`src/rtl/dmm_pkg.sv`:
```
// Package of region map constants, attribute types and access codes for the attribute decoder
// Functional notes
// (RQ1) Code region 0 to 0x1FFFFFFF, Normal, executable
// (RQ2) SRAM region 0x20000000-0x3FFFFFFF, Normal, executable
// (RQ3) Peripheral region 0x40000000-0x5FFFFFFF, Device, execute-never
// (RQ4) External RAM 1GB from 0x60000000, Normal, executable
// (RQ5) External device 1GB from 0xA0000000, Device, execute-never
// (RQ6) Core peripheral bus: strongly-ordered, execute-never, word only
// (RQ7) Top 511MB from 0xE0100000 is Device region
// (RQ8) Executing execute-never fetch blocks access, raises error exception
// (RQ9) Normal accesses may be reordered or speculated
// (RQ10) Device kept ordered against Device and strongly-ordered
// (RQ11) Strongly-ordered kept ordered against all transactions
// (RQ12) Device writes bufferable; strongly-ordered writes never buffered
// (RQ13) Strongly-ordered always reported shareable
// (RQ14) Shareable regions kept coherent between bus masters
// (RQ15) Word, halfword and byte data accesses supported
// (RQ16) Fetch and core peripheral bus always little-endian
// (RQ17) Every exception except reset runs in handler mode
// (RQ18) One fixed memory map spanning 4GB
// (RQ19) Software uses barrier for ordered Normal accesses
// (RQ20) Ordered pairs: earlier access observed before later
// (RQ21) Protection unit overrides default attributes when enabled; the code keeps the core peripheral bus attributes fixed
// (RQ22) Attributes presented combinationally with the address
// (RQ23) Sub-word access in core peripheral bus faults
package dmm_pkg;

  localparam int ADDR_W = 32;

  // Region bases; each region ends one below the next base
  localparam logic [31:0] CODE_BASE    = 32'h0000_0000;
  localparam logic [31:0] SRAM_BASE    = 32'h2000_0000;
  localparam logic [31:0] PERIPH_BASE  = 32'h4000_0000;
  localparam logic [31:0] EXTRAM_BASE  = 32'h6000_0000;
  localparam logic [31:0] EXTDEV_BASE  = 32'hA000_0000;
  localparam logic [31:0] CPB_BASE     = 32'hE000_0000;
  localparam logic [31:0] SYSDEV_BASE  = 32'hE010_0000;
  // Boundary between shareable and non-shareable external device space
  localparam logic [31:0] EXTDEV_NS_BASE = 32'hC000_0000;

  typedef enum logic [2:0] {
    DMM_RGN_CODE   = 3'b000,
    DMM_RGN_SRAM   = 3'b001,
    DMM_RGN_PERIPH = 3'b010,
    DMM_RGN_EXTRAM = 3'b011,
    DMM_RGN_EXTDEV = 3'b100,
    DMM_RGN_CPB    = 3'b101,
    DMM_RGN_SYSDEV = 3'b110
  } dmm_region_t;

  typedef enum logic [1:0] {
    DMM_MT_NORMAL = 2'b00,
    DMM_MT_DEVICE = 2'b01,
    DMM_MT_STRONG = 2'b10
  } dmm_memtype_t;

  // Access size codes
  localparam logic [1:0] SIZE_BYTE = 2'b00;
  localparam logic [1:0] SIZE_HALF = 2'b01;
  localparam logic [1:0] SIZE_WORD = 2'b10;
  localparam logic [1:0] SIZE_RSVD = 2'b11;

  // Fault cause codes reported with the error exception
  localparam logic [1:0] CAUSE_NONE  = 2'b00;
  localparam logic [1:0] CAUSE_XN    = 2'b01;
  localparam logic [1:0] CAUSE_WIDTH = 2'b10;

  // Exception number of the error exception, used for handler mode entry
  localparam logic [5:0] EXC_NONE      = 6'h00;
  localparam logic [5:0] EXC_HARD_ERR  = 6'h03;

endpackage : dmm_pkg
```
`src/rtl/dmm_attr_unit.sv`:
```
// Default memory map attribute unit: fetch checks, data checks, ordering and fault entry
`timescale 1ns/1ns
`default_nettype none
module dmm_attr_unit
  import dmm_pkg::*;
(
  input  wire logic              clk,
  input  wire logic              resetn,
  // Protection unit override
  input  wire logic              prot_en,
  input  wire logic              iprot_hit,
  input  wire dmm_pkg::dmm_memtype_t iprot_memtype,
  input  wire logic              iprot_execute_never,
  input  wire logic              dprot_hit,
  input  wire dmm_pkg::dmm_memtype_t dprot_memtype,
  input  wire logic              dprot_shareable,
  // Instruction side
  input  wire logic [31:0]       iaddr,
  input  wire logic              ifetch,
  input  wire logic              iexec,
  output dmm_pkg::dmm_region_t   iregion,
  output logic                   iexecute_never,
  output logic                   iblock,
  // Data side request from the load/store unit
  input  wire logic [31:0]       daddr,
  input  wire logic              dvalid,
  input  wire logic              dwrite,
  input  wire logic [1:0]        dsize,
  input  wire logic              dbig_endian,
  output logic                   dready,
  output dmm_pkg::dmm_region_t   dregion,
  output dmm_pkg::dmm_memtype_t  dmemtype,
  output logic                   dshareable,
  output logic                   dexecute_never,
  output logic                   dfault,
  // System bus side
  output logic                   bus_valid,
  output logic [31:0]            bus_addr,
  output logic                   bus_write,
  output logic [1:0]             bus_size,
  output logic                   bus_big_endian,
  output logic                   bus_bufferable,
  output logic                   bus_shareable,
  output logic                   bus_speculative_ok,
  input  wire logic              bus_ready,
  input  wire logic              bus_done,
  input  wire logic              bus_outstanding,
  // Exception entry
  input  wire logic              exc_return,
  output logic                   hard_error_exception,
  output logic [1:0]             fault_cause,
  output logic                   handler_mode,
  output logic [5:0]             exc_number
);
  import dmm_pkg::*;

  // ----------------------------------------------------------------
  // Attribute decode
  // ----------------------------------------------------------------
  dmm_memtype_t imt;
  logic         ish;
  logic         ibuf;
  logic         ile;
  logic         dbuf;
  logic         dle;

  dmm_decode u_idec (
    .addr               (iaddr),
    .prot_en            (prot_en),
    .prot_hit           (iprot_hit),
    .prot_memtype       (iprot_memtype),
    .prot_shareable     (1'b0),
    .prot_execute_never (iprot_execute_never),
    .region             (iregion),
    .memtype            (imt),
    .shareable          (ish),
    .execute_never      (iexecute_never),
    .bufferable         (ibuf),
    .little_endian_only (ile)
  );

  dmm_decode u_ddec (
    .addr               (daddr),
    .prot_en            (prot_en),
    .prot_hit           (dprot_hit),
    .prot_memtype       (dprot_memtype),
    .prot_shareable     (dprot_shareable),
    .prot_execute_never (1'b0),
    .region             (dregion),
    .memtype            (dmemtype),
    .shareable          (dshareable),
    .execute_never      (dexecute_never),
    .bufferable         (dbuf),
    .little_endian_only (dle)
  );

  // ----------------------------------------------------------------
  // Access checks
  // ----------------------------------------------------------------
  // Fetch from an execute-never region is blocked at once; the fault
  // is only raised if the fetched word actually reaches execution.
  assign iblock = ifetch && iexecute_never;                      // see (RQ8)

  logic xn_exec;
  logic width_err;
  logic ordered;
  logic last_ordered;
  logic last_strong;

  assign xn_exec   = iexec && iexecute_never;                    // see (RQ8)
  // Only word size legal in the core peripheral bus window
  assign width_err = dvalid && (dregion == DMM_RGN_CPB) && (dsize != SIZE_WORD); // see (RQ6) (RQ23)
  // Size code 2'b11 has no meaning; the access is faulted but raises no error exception outside the core peripheral bus window
  assign dfault    = width_err || (dvalid && dsize == SIZE_RSVD); // see (RQ15) (RQ22)

  // Device and strongly-ordered accesses must wait while an earlier
  // ordered access is still in flight; Normal waits only behind strongly-ordered.
  always_comb
  begin
    unique case (dmemtype)
      DMM_MT_STRONG: ordered = bus_outstanding;                  // see (RQ11)
      DMM_MT_DEVICE: ordered = bus_outstanding && last_ordered;  // see (RQ10)
      default:       ordered = 1'b0;                             // see (RQ9)
    endcase
  end

  // ----------------------------------------------------------------
  // Ordering tracker
  // ----------------------------------------------------------------
  logic next_last_ordered;
  logic next_last_strong;

  always_comb
  begin
    next_last_ordered = last_ordered;
    next_last_strong  = last_strong;
    if (bus_valid && bus_ready)
    begin
      // Sticky while earlier ordered accesses are in flight, so a Normal
      // access in between cannot let a later Device access overtake
      next_last_ordered = (bus_outstanding && last_ordered) || (dmemtype != DMM_MT_NORMAL);
      next_last_strong  = (bus_outstanding && last_strong) || (dmemtype == DMM_MT_STRONG);
    end
    else if (bus_done && !bus_outstanding)
    begin
      next_last_ordered = 1'b0;
      next_last_strong  = 1'b0;
    end
  end

  always_ff @(posedge clk)
  begin
    if (!resetn)
    begin
      last_ordered <= 1'b0;
      last_strong  <= 1'b0;
    end
    else
    begin
      last_ordered <= next_last_ordered;
      last_strong  <= next_last_strong;
    end
  end

  // A Normal access after a strongly-ordered one also waits
  logic stall;
  assign stall = ordered || (bus_outstanding && last_strong);    // see (RQ11) (RQ20)

  // ----------------------------------------------------------------
  // Bus issue
  // ----------------------------------------------------------------
  assign bus_valid          = dvalid && !dfault && !stall;
  assign dready             = dfault || (bus_valid && bus_ready);
  assign bus_addr           = daddr;
  assign bus_write          = dwrite;
  assign bus_size           = dsize;                             // see (RQ15)
  assign bus_big_endian     = dbig_endian && !dle;               // see (RQ16)
  assign bus_bufferable     = dwrite && dbuf;                    // see (RQ12)
  assign bus_shareable      = dshareable;                        // see (RQ14)
  assign bus_speculative_ok = (dmemtype == DMM_MT_NORMAL);       // see (RQ9)

  // ----------------------------------------------------------------
  // Fault and handler mode
  // ----------------------------------------------------------------
  logic       next_hard_error_exception;
  logic [1:0] next_fault_cause;
  logic       next_handler_mode;
  logic [5:0] next_exc_number;

  always_comb
  begin
    next_hard_error_exception = 1'b0;
    next_fault_cause          = fault_cause;
    next_handler_mode         = handler_mode;
    next_exc_number           = exc_number;
    if (exc_return)
    begin
      next_handler_mode = 1'b0;
      next_exc_number   = EXC_NONE;
    end
    // A new fault wins over a return in the same cycle
    if (xn_exec || width_err)
    begin
      next_hard_error_exception = 1'b1;                          // see (RQ8)
      next_fault_cause          = xn_exec ? CAUSE_XN : CAUSE_WIDTH; // see (RQ23)
      next_handler_mode         = 1'b1;                          // see (RQ17)
      next_exc_number           = EXC_HARD_ERR;
    end
  end

  always_ff @(posedge clk)
  begin
    if (!resetn)
    begin
      // Reset leaves the core in thread mode
      hard_error_exception <= 1'b0;
      fault_cause          <= CAUSE_NONE;
      handler_mode         <= 1'b0;                              // see (RQ17)
      exc_number           <= EXC_NONE;
    end
    else
    begin
      hard_error_exception <= next_hard_error_exception;
      fault_cause          <= next_fault_cause;
      handler_mode         <= next_handler_mode;
      exc_number           <= next_exc_number;
    end
  end

endmodule : dmm_attr_unit
`default_nettype wire

```
`src/rtl/dmm_decode.sv`:
```
// Combinational region and attribute decoder for one address
`timescale 1ns/1ns
`default_nettype none
module dmm_decode
  import dmm_pkg::*;
(
  input  wire logic [31:0]       addr,
  input  wire logic              prot_en,
  input  wire logic              prot_hit,
  input  wire dmm_pkg::dmm_memtype_t prot_memtype,
  input  wire logic              prot_shareable,
  input  wire logic              prot_execute_never,
  output dmm_pkg::dmm_region_t   region,
  output dmm_pkg::dmm_memtype_t  memtype,
  output logic                   shareable,
  output logic                   execute_never,
  output logic                   bufferable,
  output logic                   little_endian_only
);
  import dmm_pkg::*;

  dmm_memtype_t dflt_mt;
  logic         dflt_sh;
  logic         dflt_xn;

  // Whole 32-bit space decodes to exactly one region
  always_comb
  begin
    region  = DMM_RGN_CODE;                                      // see (RQ18)
    dflt_mt = DMM_MT_NORMAL;
    dflt_sh = 1'b0;
    dflt_xn = 1'b0;
    if (addr >= SYSDEV_BASE)
    begin
      region  = DMM_RGN_SYSDEV;                                  // see (RQ7)
      dflt_mt = DMM_MT_DEVICE;
      dflt_xn = 1'b1;
    end
    else if (addr >= CPB_BASE)
    begin
      region  = DMM_RGN_CPB;                                     // see (RQ6)
      dflt_mt = DMM_MT_STRONG;
      dflt_xn = 1'b1;
    end
    else if (addr >= EXTDEV_BASE)
    begin
      region  = DMM_RGN_EXTDEV;                                  // see (RQ5)
      dflt_mt = DMM_MT_DEVICE;
      dflt_sh = addr < EXTDEV_NS_BASE;
      dflt_xn = 1'b1;
    end
    else if (addr >= EXTRAM_BASE)
    begin
      region  = DMM_RGN_EXTRAM;                                  // see (RQ4)
    end
    else if (addr >= PERIPH_BASE)
    begin
      region  = DMM_RGN_PERIPH;                                  // see (RQ3)
      dflt_mt = DMM_MT_DEVICE;
      dflt_xn = 1'b1;
    end
    else if (addr >= SRAM_BASE)
    begin
      region  = DMM_RGN_SRAM;                                    // see (RQ2)
    end
    else
    begin
      region  = DMM_RGN_CODE;                                    // see (RQ1)
    end
  end

  always_comb
  begin
    // Core peripheral bus stays fixed even when the protection unit is on
    if (prot_en && prot_hit && region != DMM_RGN_CPB)
    begin
      memtype       = prot_memtype;                              // see (RQ21)
      shareable     = prot_shareable;
      execute_never = prot_execute_never;
    end
    else
    begin
      memtype       = dflt_mt;
      shareable     = dflt_sh;
      execute_never = dflt_xn;
    end
    if (memtype == DMM_MT_STRONG)
      shareable = 1'b1;                                          // see (RQ13)
  end

  assign bufferable         = (memtype != DMM_MT_STRONG);        // see (RQ12)
  assign little_endian_only = (region == DMM_RGN_CPB);           // see (RQ16)

endmodule : dmm_decode
`default_nettype wire

```
`config.mk`:
```
export PLATFORM = sky130hd
export DESIGN_NAME = dmm_attr_unit
export DESIGN_NICKNAME = d
export VERILOG_FILES = /design/src/rtl/dmm_pkg.sv /design/src/rtl/dmm_attr_unit.sv /design/src/rtl/dmm_decode.sv
export SDC_FILE = /design/constraint.sdc
export NUM_CORES = 1
export LEC_CHECK = 0
export ABC_AREA = 1
export BUFFER_PORTS_ARGS = -buffer_cell sky130_fd_sc_hd__buf_2
export CORE_MARGIN = 1
export CORE_UTILIZATION = 27
export DETAILED_ROUTE_END_ITERATION = 10
export PLACE_DENSITY = 0.77
export SLEW_MARGIN = 20
export SYNTH_ARGS = -nofsm -noshare
export SYNTH_HDL_FRONTEND = slang
export SYNTH_SLANG_ARGS = --single-unit
```
`constraint.sdc`:
```
create_clock -name clk -period 1.8 [get_ports clk]
set_input_delay 0.18 -clock clk [delete_from_list [all_inputs] [get_ports clk]]
set_output_delay 0.18 -clock clk [all_outputs]
set_load 0.01 [all_outputs]
```
==> metrics.yaml, run 1 <==
layout:
  final_util: 0.420
  antennaDiodeCount: 0
  areaGrowthSynthToFinish_pct: 50.4
  drive_gt1_frac: 0.595
  stdcell_count: 275
  nets: 319
synth:
  ys_warn_count: 0
  yosys.area_share.simple: 0.314
  syn_avg_cell_area_um2: 6.24
  synth_cell_types: 23
  synthAdderAreaFrac: 0.0489
  synthTopCellsByCount: "buf_4 (42), inv_1 (29), nand2_1 (29)"
  synth_xor_area_frac: 0
  ys_top_cells_by_area: "buf_4 (31%), dfxtp_1 (12%), inv_1 (11%)"
  netlist_instances: 164
  ys_ff_latch: 6
  synth_area_um2: 1020
  synth_most_common_cell: "buf_4"
  dominantRegCellSynth: "dfxtp_1"
  ys_seq_area_frac: 0.117
  async_reset_ff_frac: 0
  synth-compound-area-share: 0.101
  synth-edff-count: 0
  yosys.area.top_type: "buf_4"
  synth_top_family_by_area: "buffers and inverters"
  synth.mux.area_fraction: 0
  netlist.area_leader.share: 0.308
clock_tree:
  cts_made_buffers: 3
  worst_skew_pair.late_latency_ns: 0.22
  cts-root-buf: "clkbuf_8"
  clkTransAtPathRegs_ns: 0.04
  cts.path.max_buffers: 2
  htree_levels: 1
  clkSinkCount: 6
  cts_tree: "built"
  cts_hold_buf: 0
power:
  power_mw: 0.667
  power_density_nw_per_um2: 433
  power.leakage_nw: 0.900
  vdd_drop_max_uv: 230
global_routing:
  grt_max_degree: 6
  grt_pass1_wl_mm: 4.30
  grt_pass1_vias: 1099
  antenna_found_initial: 0
  grtUsageTotal: 0.132
  grt.overflow.total: 0
worst_setup_path:
  cp_max_fo: 3
  crit_chain: "buf_8 -> nor2_4 -> nand2_2 -> nor2_4 -> nand3_4 -> nand2_4 -> nand2_4 -> o21ai_4 -> inv_2 -> ha_4 -> nand2_2 -> o21ai_2 -> nor2_2 -> nand3_2 -> nand2_2 -> buf_6"
  max_stage_delay_ns: 0.27
  crit_path_top_delay_cell: "ha_4"
  cp.arrival_ns: 1.73
  cp.required_ns: 1.62
  crit_path_start_kind: "input pin"
  path_common_cell: "nand2_2"
  path_class: "input pin to output port"
  critPathCaptureType: "output port"
detailed_routing:
  drc: 0
  avgRoutedWirePerCell_um: 9.16
  drt-total-wl_mm: 2.52
  antenna_left: 0
  dr.pass1.iters: 4
  vias_per_cell: 4.22
  drt_iter0_markers: 34
  dr_total_vias: 1161
sta:
  period_minus_slack_ns: 1.91
  layout_setup_ws_ns: -0.114
  maxSlewViolCount: 0
  timing.setup.tns_ns: -0.269
  hold_viol: 0
  fmax_ghz: 0.523
  period_share: 1.06
  rsz0062_at_grt: "true"
  fin_worst_skew_ns: 0.0000729
  setup_viol: 4
die:
  rows: 22
  dieWidth_um: 63.6
  start_util: 0.280
  die_y_um: 63.6
  dieArea_um2: 4040
  pin_count: 150
  fp.coreArea_um2: 3660
place:
  dp_cells: 266
  place_congestion: 0.793
  detailed_place_hpwl_mm: 2.04
  port_buffers: 83
outcome:
  violations: "negative setup slack"
  status: "finished, violations left"
run:
  max_cap_violations: 0
min_path:
  hp-class: "input pin to flip-flop"
layout by cell type, fill, tap and decap left out, drive strengths merged, types with 2 or more instances in the layout:
master	synthesis	final
buf	42	99
a21oi	5	5
nand3	8	8
o21ai	12	12
ha	4	4
nand2	32	32
inv	29	29
nor3	2	2
conb	1	4
nand3b	3	3
nand4	2	2
nor2	14	14
dfxtp	6	6
clkbuf	0	3
per-stage QoR:
step	hold WS, ns	instance area [µm²]	worst slack, ns
finish	0.212	1540	-0.114
global route	0.243	1540	-0.227
CTS	0.213	1500	-0.115
detailed placement	0.360	1340	-0.342
global placement	0.360	1340	-0.274
floorplan	0.296	1100	-0.0619
per-layer routing:
| metal | routed length (µm) | GRT usage |
|---|---|---|
| met1 | 979 | 0.134 |
| met3 | 229 | 0.0417 |
| met2 | 1230 | 0.242 |
| met5 | 0 | 0 |
| met4 | 83 | 0.0597 |
layout make-up:
cell class	count	area (µm²)
tap	48	60.1
clock buffer	3	41.3
timing repair buffer	99	584
inverter	29	109
multi-input combinational	90	624
fill	386	2120
sequential	6	120
logic make-up after synthesis:
kind of cell,count (synthesis)
AOI/OAI and AO/OA,19
adders and majority gates,4
buffers and inverters,71
DFF,6
other,1
and+or+nand+nor,63
worst paths after layout:
| path | startpoint | endpoint | slack [ns] | cells past startpoint |
|---|---|---|---|---|
| hold reg to reg | fault_cause[0] | fault_cause[0] | 0.48 | 2 |
| setup / recovery | daddr[26] | dready | -0.11 | 16 |
| setup reg to reg | last_ordered | last_ordered | 0.53 | 8 |
| hold / removal | resetn | hard_error_exception | 0.21 | 3 |
critical path: cells and delay by family:
kind                       cells  cell delay [ns]
and+or+nand+nor               10             0.76
adders and majority gates      1             0.27
AOI/OAI and AO/OA              2             0.23
buffers and inverters          3             0.31
power breakdown:
group	switching, mW	leakage (nW)	internal [mW]
registers	0.00402	0.0491	0.140
logic	0.166	0.830	0.157
clock network	0.0564	0.0216	0.144
what timing repair did:
action,CTS,global route
pin swaps,14,3
gates resized for setup,19,9
buffers inserted,5,1
setup endpoints to repair,6,6
flip-flops by register name (all words and copies together), names as in the netlist:
signal                cells
fault_cause               2
hard_error_exception      1
exc_number                1
last_strong               1
last_ordered              1
Note: power is estimated with default switching activity, not from simulation.
==> inputs of run 2 (changes only) <==
- CORE_UTILIZATION: 27 -> 30
- HOLD_SLACK_MARGIN: default -> 0.08
- PLACE_DENSITY: 0.77 -> 0.81
- clock period: 1.8 -> 2.05 ns (I/O delays scaled with it)
==> run 2 against run 1 <==
The run now ends clean. Power down 23%. Clock power shrank 47%. Non-clock buffer count is 3 higher. First-iteration DRC count decreased by 41%. Flip-flop and latch count is the same. Largest power group unchanged. Via count down 2.0%. Sequential share of layout area grew 0.26 points. Global-route usage grew 0.51 points. Critical path depth fell by 1.
==> metrics.yaml, run 2 (same netlist as run 1, synthesis figures left out) <==
detailed_routing:
  dr_total_vias: 1138
  vias_per_cell: 4.15
  avgRoutedWirePerCell_um: 9.36
  drc: 0
  dr.pass1.iters: 4
  drt-total-wl_mm: 2.56
  antenna_left: 0
  drt_iter0_markers: 20
sta:
  hold_viol: 0
  fmax_ghz: 0.498
  timing.setup.tns_ns: 0
  fin_worst_skew_ns: 0.00515
  setup_viol: 0
  maxSlewViolCount: 0
  period_minus_slack_ns: 2.01
  period_share: 0.979
  rsz0062_at_grt: "true"
place:
  placed_area_um2: 1260
  place_congestion: 0.720
  detailed_place_hpwl_mm: 2.07
  dp_cells: 262
  port_buffers: 83
global_routing:
  grtUsageTotal: 0.137
  grt_pass1_wl_mm: 3.89
  antenna_found_initial: 0
  grt_max_degree: 6
  grt.overflow.total: 0
  grt_pass1_vias: 1015
layout:
  nets: 322
  design_area_um2: 1490
  antennaDiodeCount: 0
  regMostFlops: "fault_cause"
  n_fill_cell: 329
  areaGrowthSynthToFinish_pct: 45.6
  drive_gt1_frac: 0.591
  stdcell_count: 274
  layout_commonest_cell: "buf_2"
  largest_reg_flops: 2
  final_cell_mix: "buf_2 (80), inv_1 (26), nand2_1 (24)"
worst_setup_path:
  cp.arrival_ns: 1.80
  cp_max_fo: 4
  crit_path_start_kind: "input pin"
  cp.required_ns: 1.85
  critPathCaptureType: "output port"
  path_class: "input pin to output port"
die:
  die_y_um: 60.4
  start_util: 0.325
  dieWidth_um: 60.4
  pin_count: 150
  dieArea_um2: 3650
  fp.coreArea_um2: 3150
  rows: 20
power:
  power_density_nw_per_um2: 344
  vdd_drop_max_uv: 185
  power.leakage_nw: 0.887
  power_mw: 0.513
clock_tree:
  worst_skew_pair.late_latency_ns: 0.24
  cts_hold_buf: 0
  clkTransAtPathRegs_ns: 0.05
  clkSinkCount: 6
  cts_tree: "built"
  htree_levels: 1
  cts_made_buffers: 3
  cts.path.max_buffers: 2
  cts-root-buf: "clkbuf_4"
run:
  max_cap_violations: 0
outcome:
  status: "completed"
min_path:
  hp-class: "input pin to flip-flop"
[run 2: cell types whose count changed in the layout (fill, tap and decap cells not counted), moves of 2 or more]
cell	previous run	this run
a21oi_2	3	1
clkbuf_8	3	0
clkbuf_4	0	3
buf_8	2	0
nand2_4	5	3
buf_4	14	18
[run 2: worst paths after layout]
check	endpoint	startpoint	slack (ns)	depth (start not counted)
hold reg to reg	fault_cause[0]	fault_cause[0]	0.47	2
hold / removal	hard_error_exception	resetn	0.20	3
setup reg to reg	last_strong	last_ordered	0.69	9
setup / recovery	dready	daddr[29]	0.04	15
[run 2: layer usage]
| metal | global-route usage | wire (µm) |
|---|---|---|
| met5 | 0 | 0 |
| met2 | 0.253 | 1330 |
| met4 | 0.0617 | 23 |
| met3 | 0.0384 | 240 |
| met1 | 0.144 | 970 |
[run 2: critical path, cell delays in order]
cell and delay [ns]:
buf_2 0.12, inv_2 0.10, nor2_4 0.06, buf_4 0.13, o21ai_2 0.13, nand2_2 0.07, o21ai_4 0.08, inv_2 0.09
ha_4 0.27, nand2_2 0.05, o21ai_2 0.17, nor2_2 0.06, nand3_2 0.07, nand2_1 0.05, buf_2 0.13
[run 2: cell type report]
class | instances | area [µm²] | share of cell area
flip-flops and latches | 6 | 120 | 0.0806
inverters | 29 | 109 | 0.0730
multi-input cells | 90 | 603 | 0.405
clock buffers | 3 | 22.5 | 0.0151
repair buffers | 102 | 581 | 0.390
well taps | 44 | 55.1 | 0.0369
[run 2: power by group]
group	total (mW)	internal (mW)	switching, mW
Sequential	0.127	0.123	0.00386
Clock	0.107	0.0661	0.0410
Combinational	0.280	0.137	0.143
Total	0.513	0.326	0.188
[run 2: through the flow]
stage	hold WS [ns]	util	setup WS [ns]
final	0.201	0.473	0.0434
after global routing	0.226	0.473	-0.0859
after CTS	0.190	0.442	0.00267
after detailed placement	0.410	0.401	-0.214
after global placement	0.410	0.401	-0.168
after floorplan	0.321	-	0.0380
[run 2: what timing repair did]
action	4_1_cts	5_1_grt
resized for setup	20	17
endpoints found under the hold margin	0	0
endpoints found under the setup margin	2	6
pin swaps	9	16
setup buffers	6	3
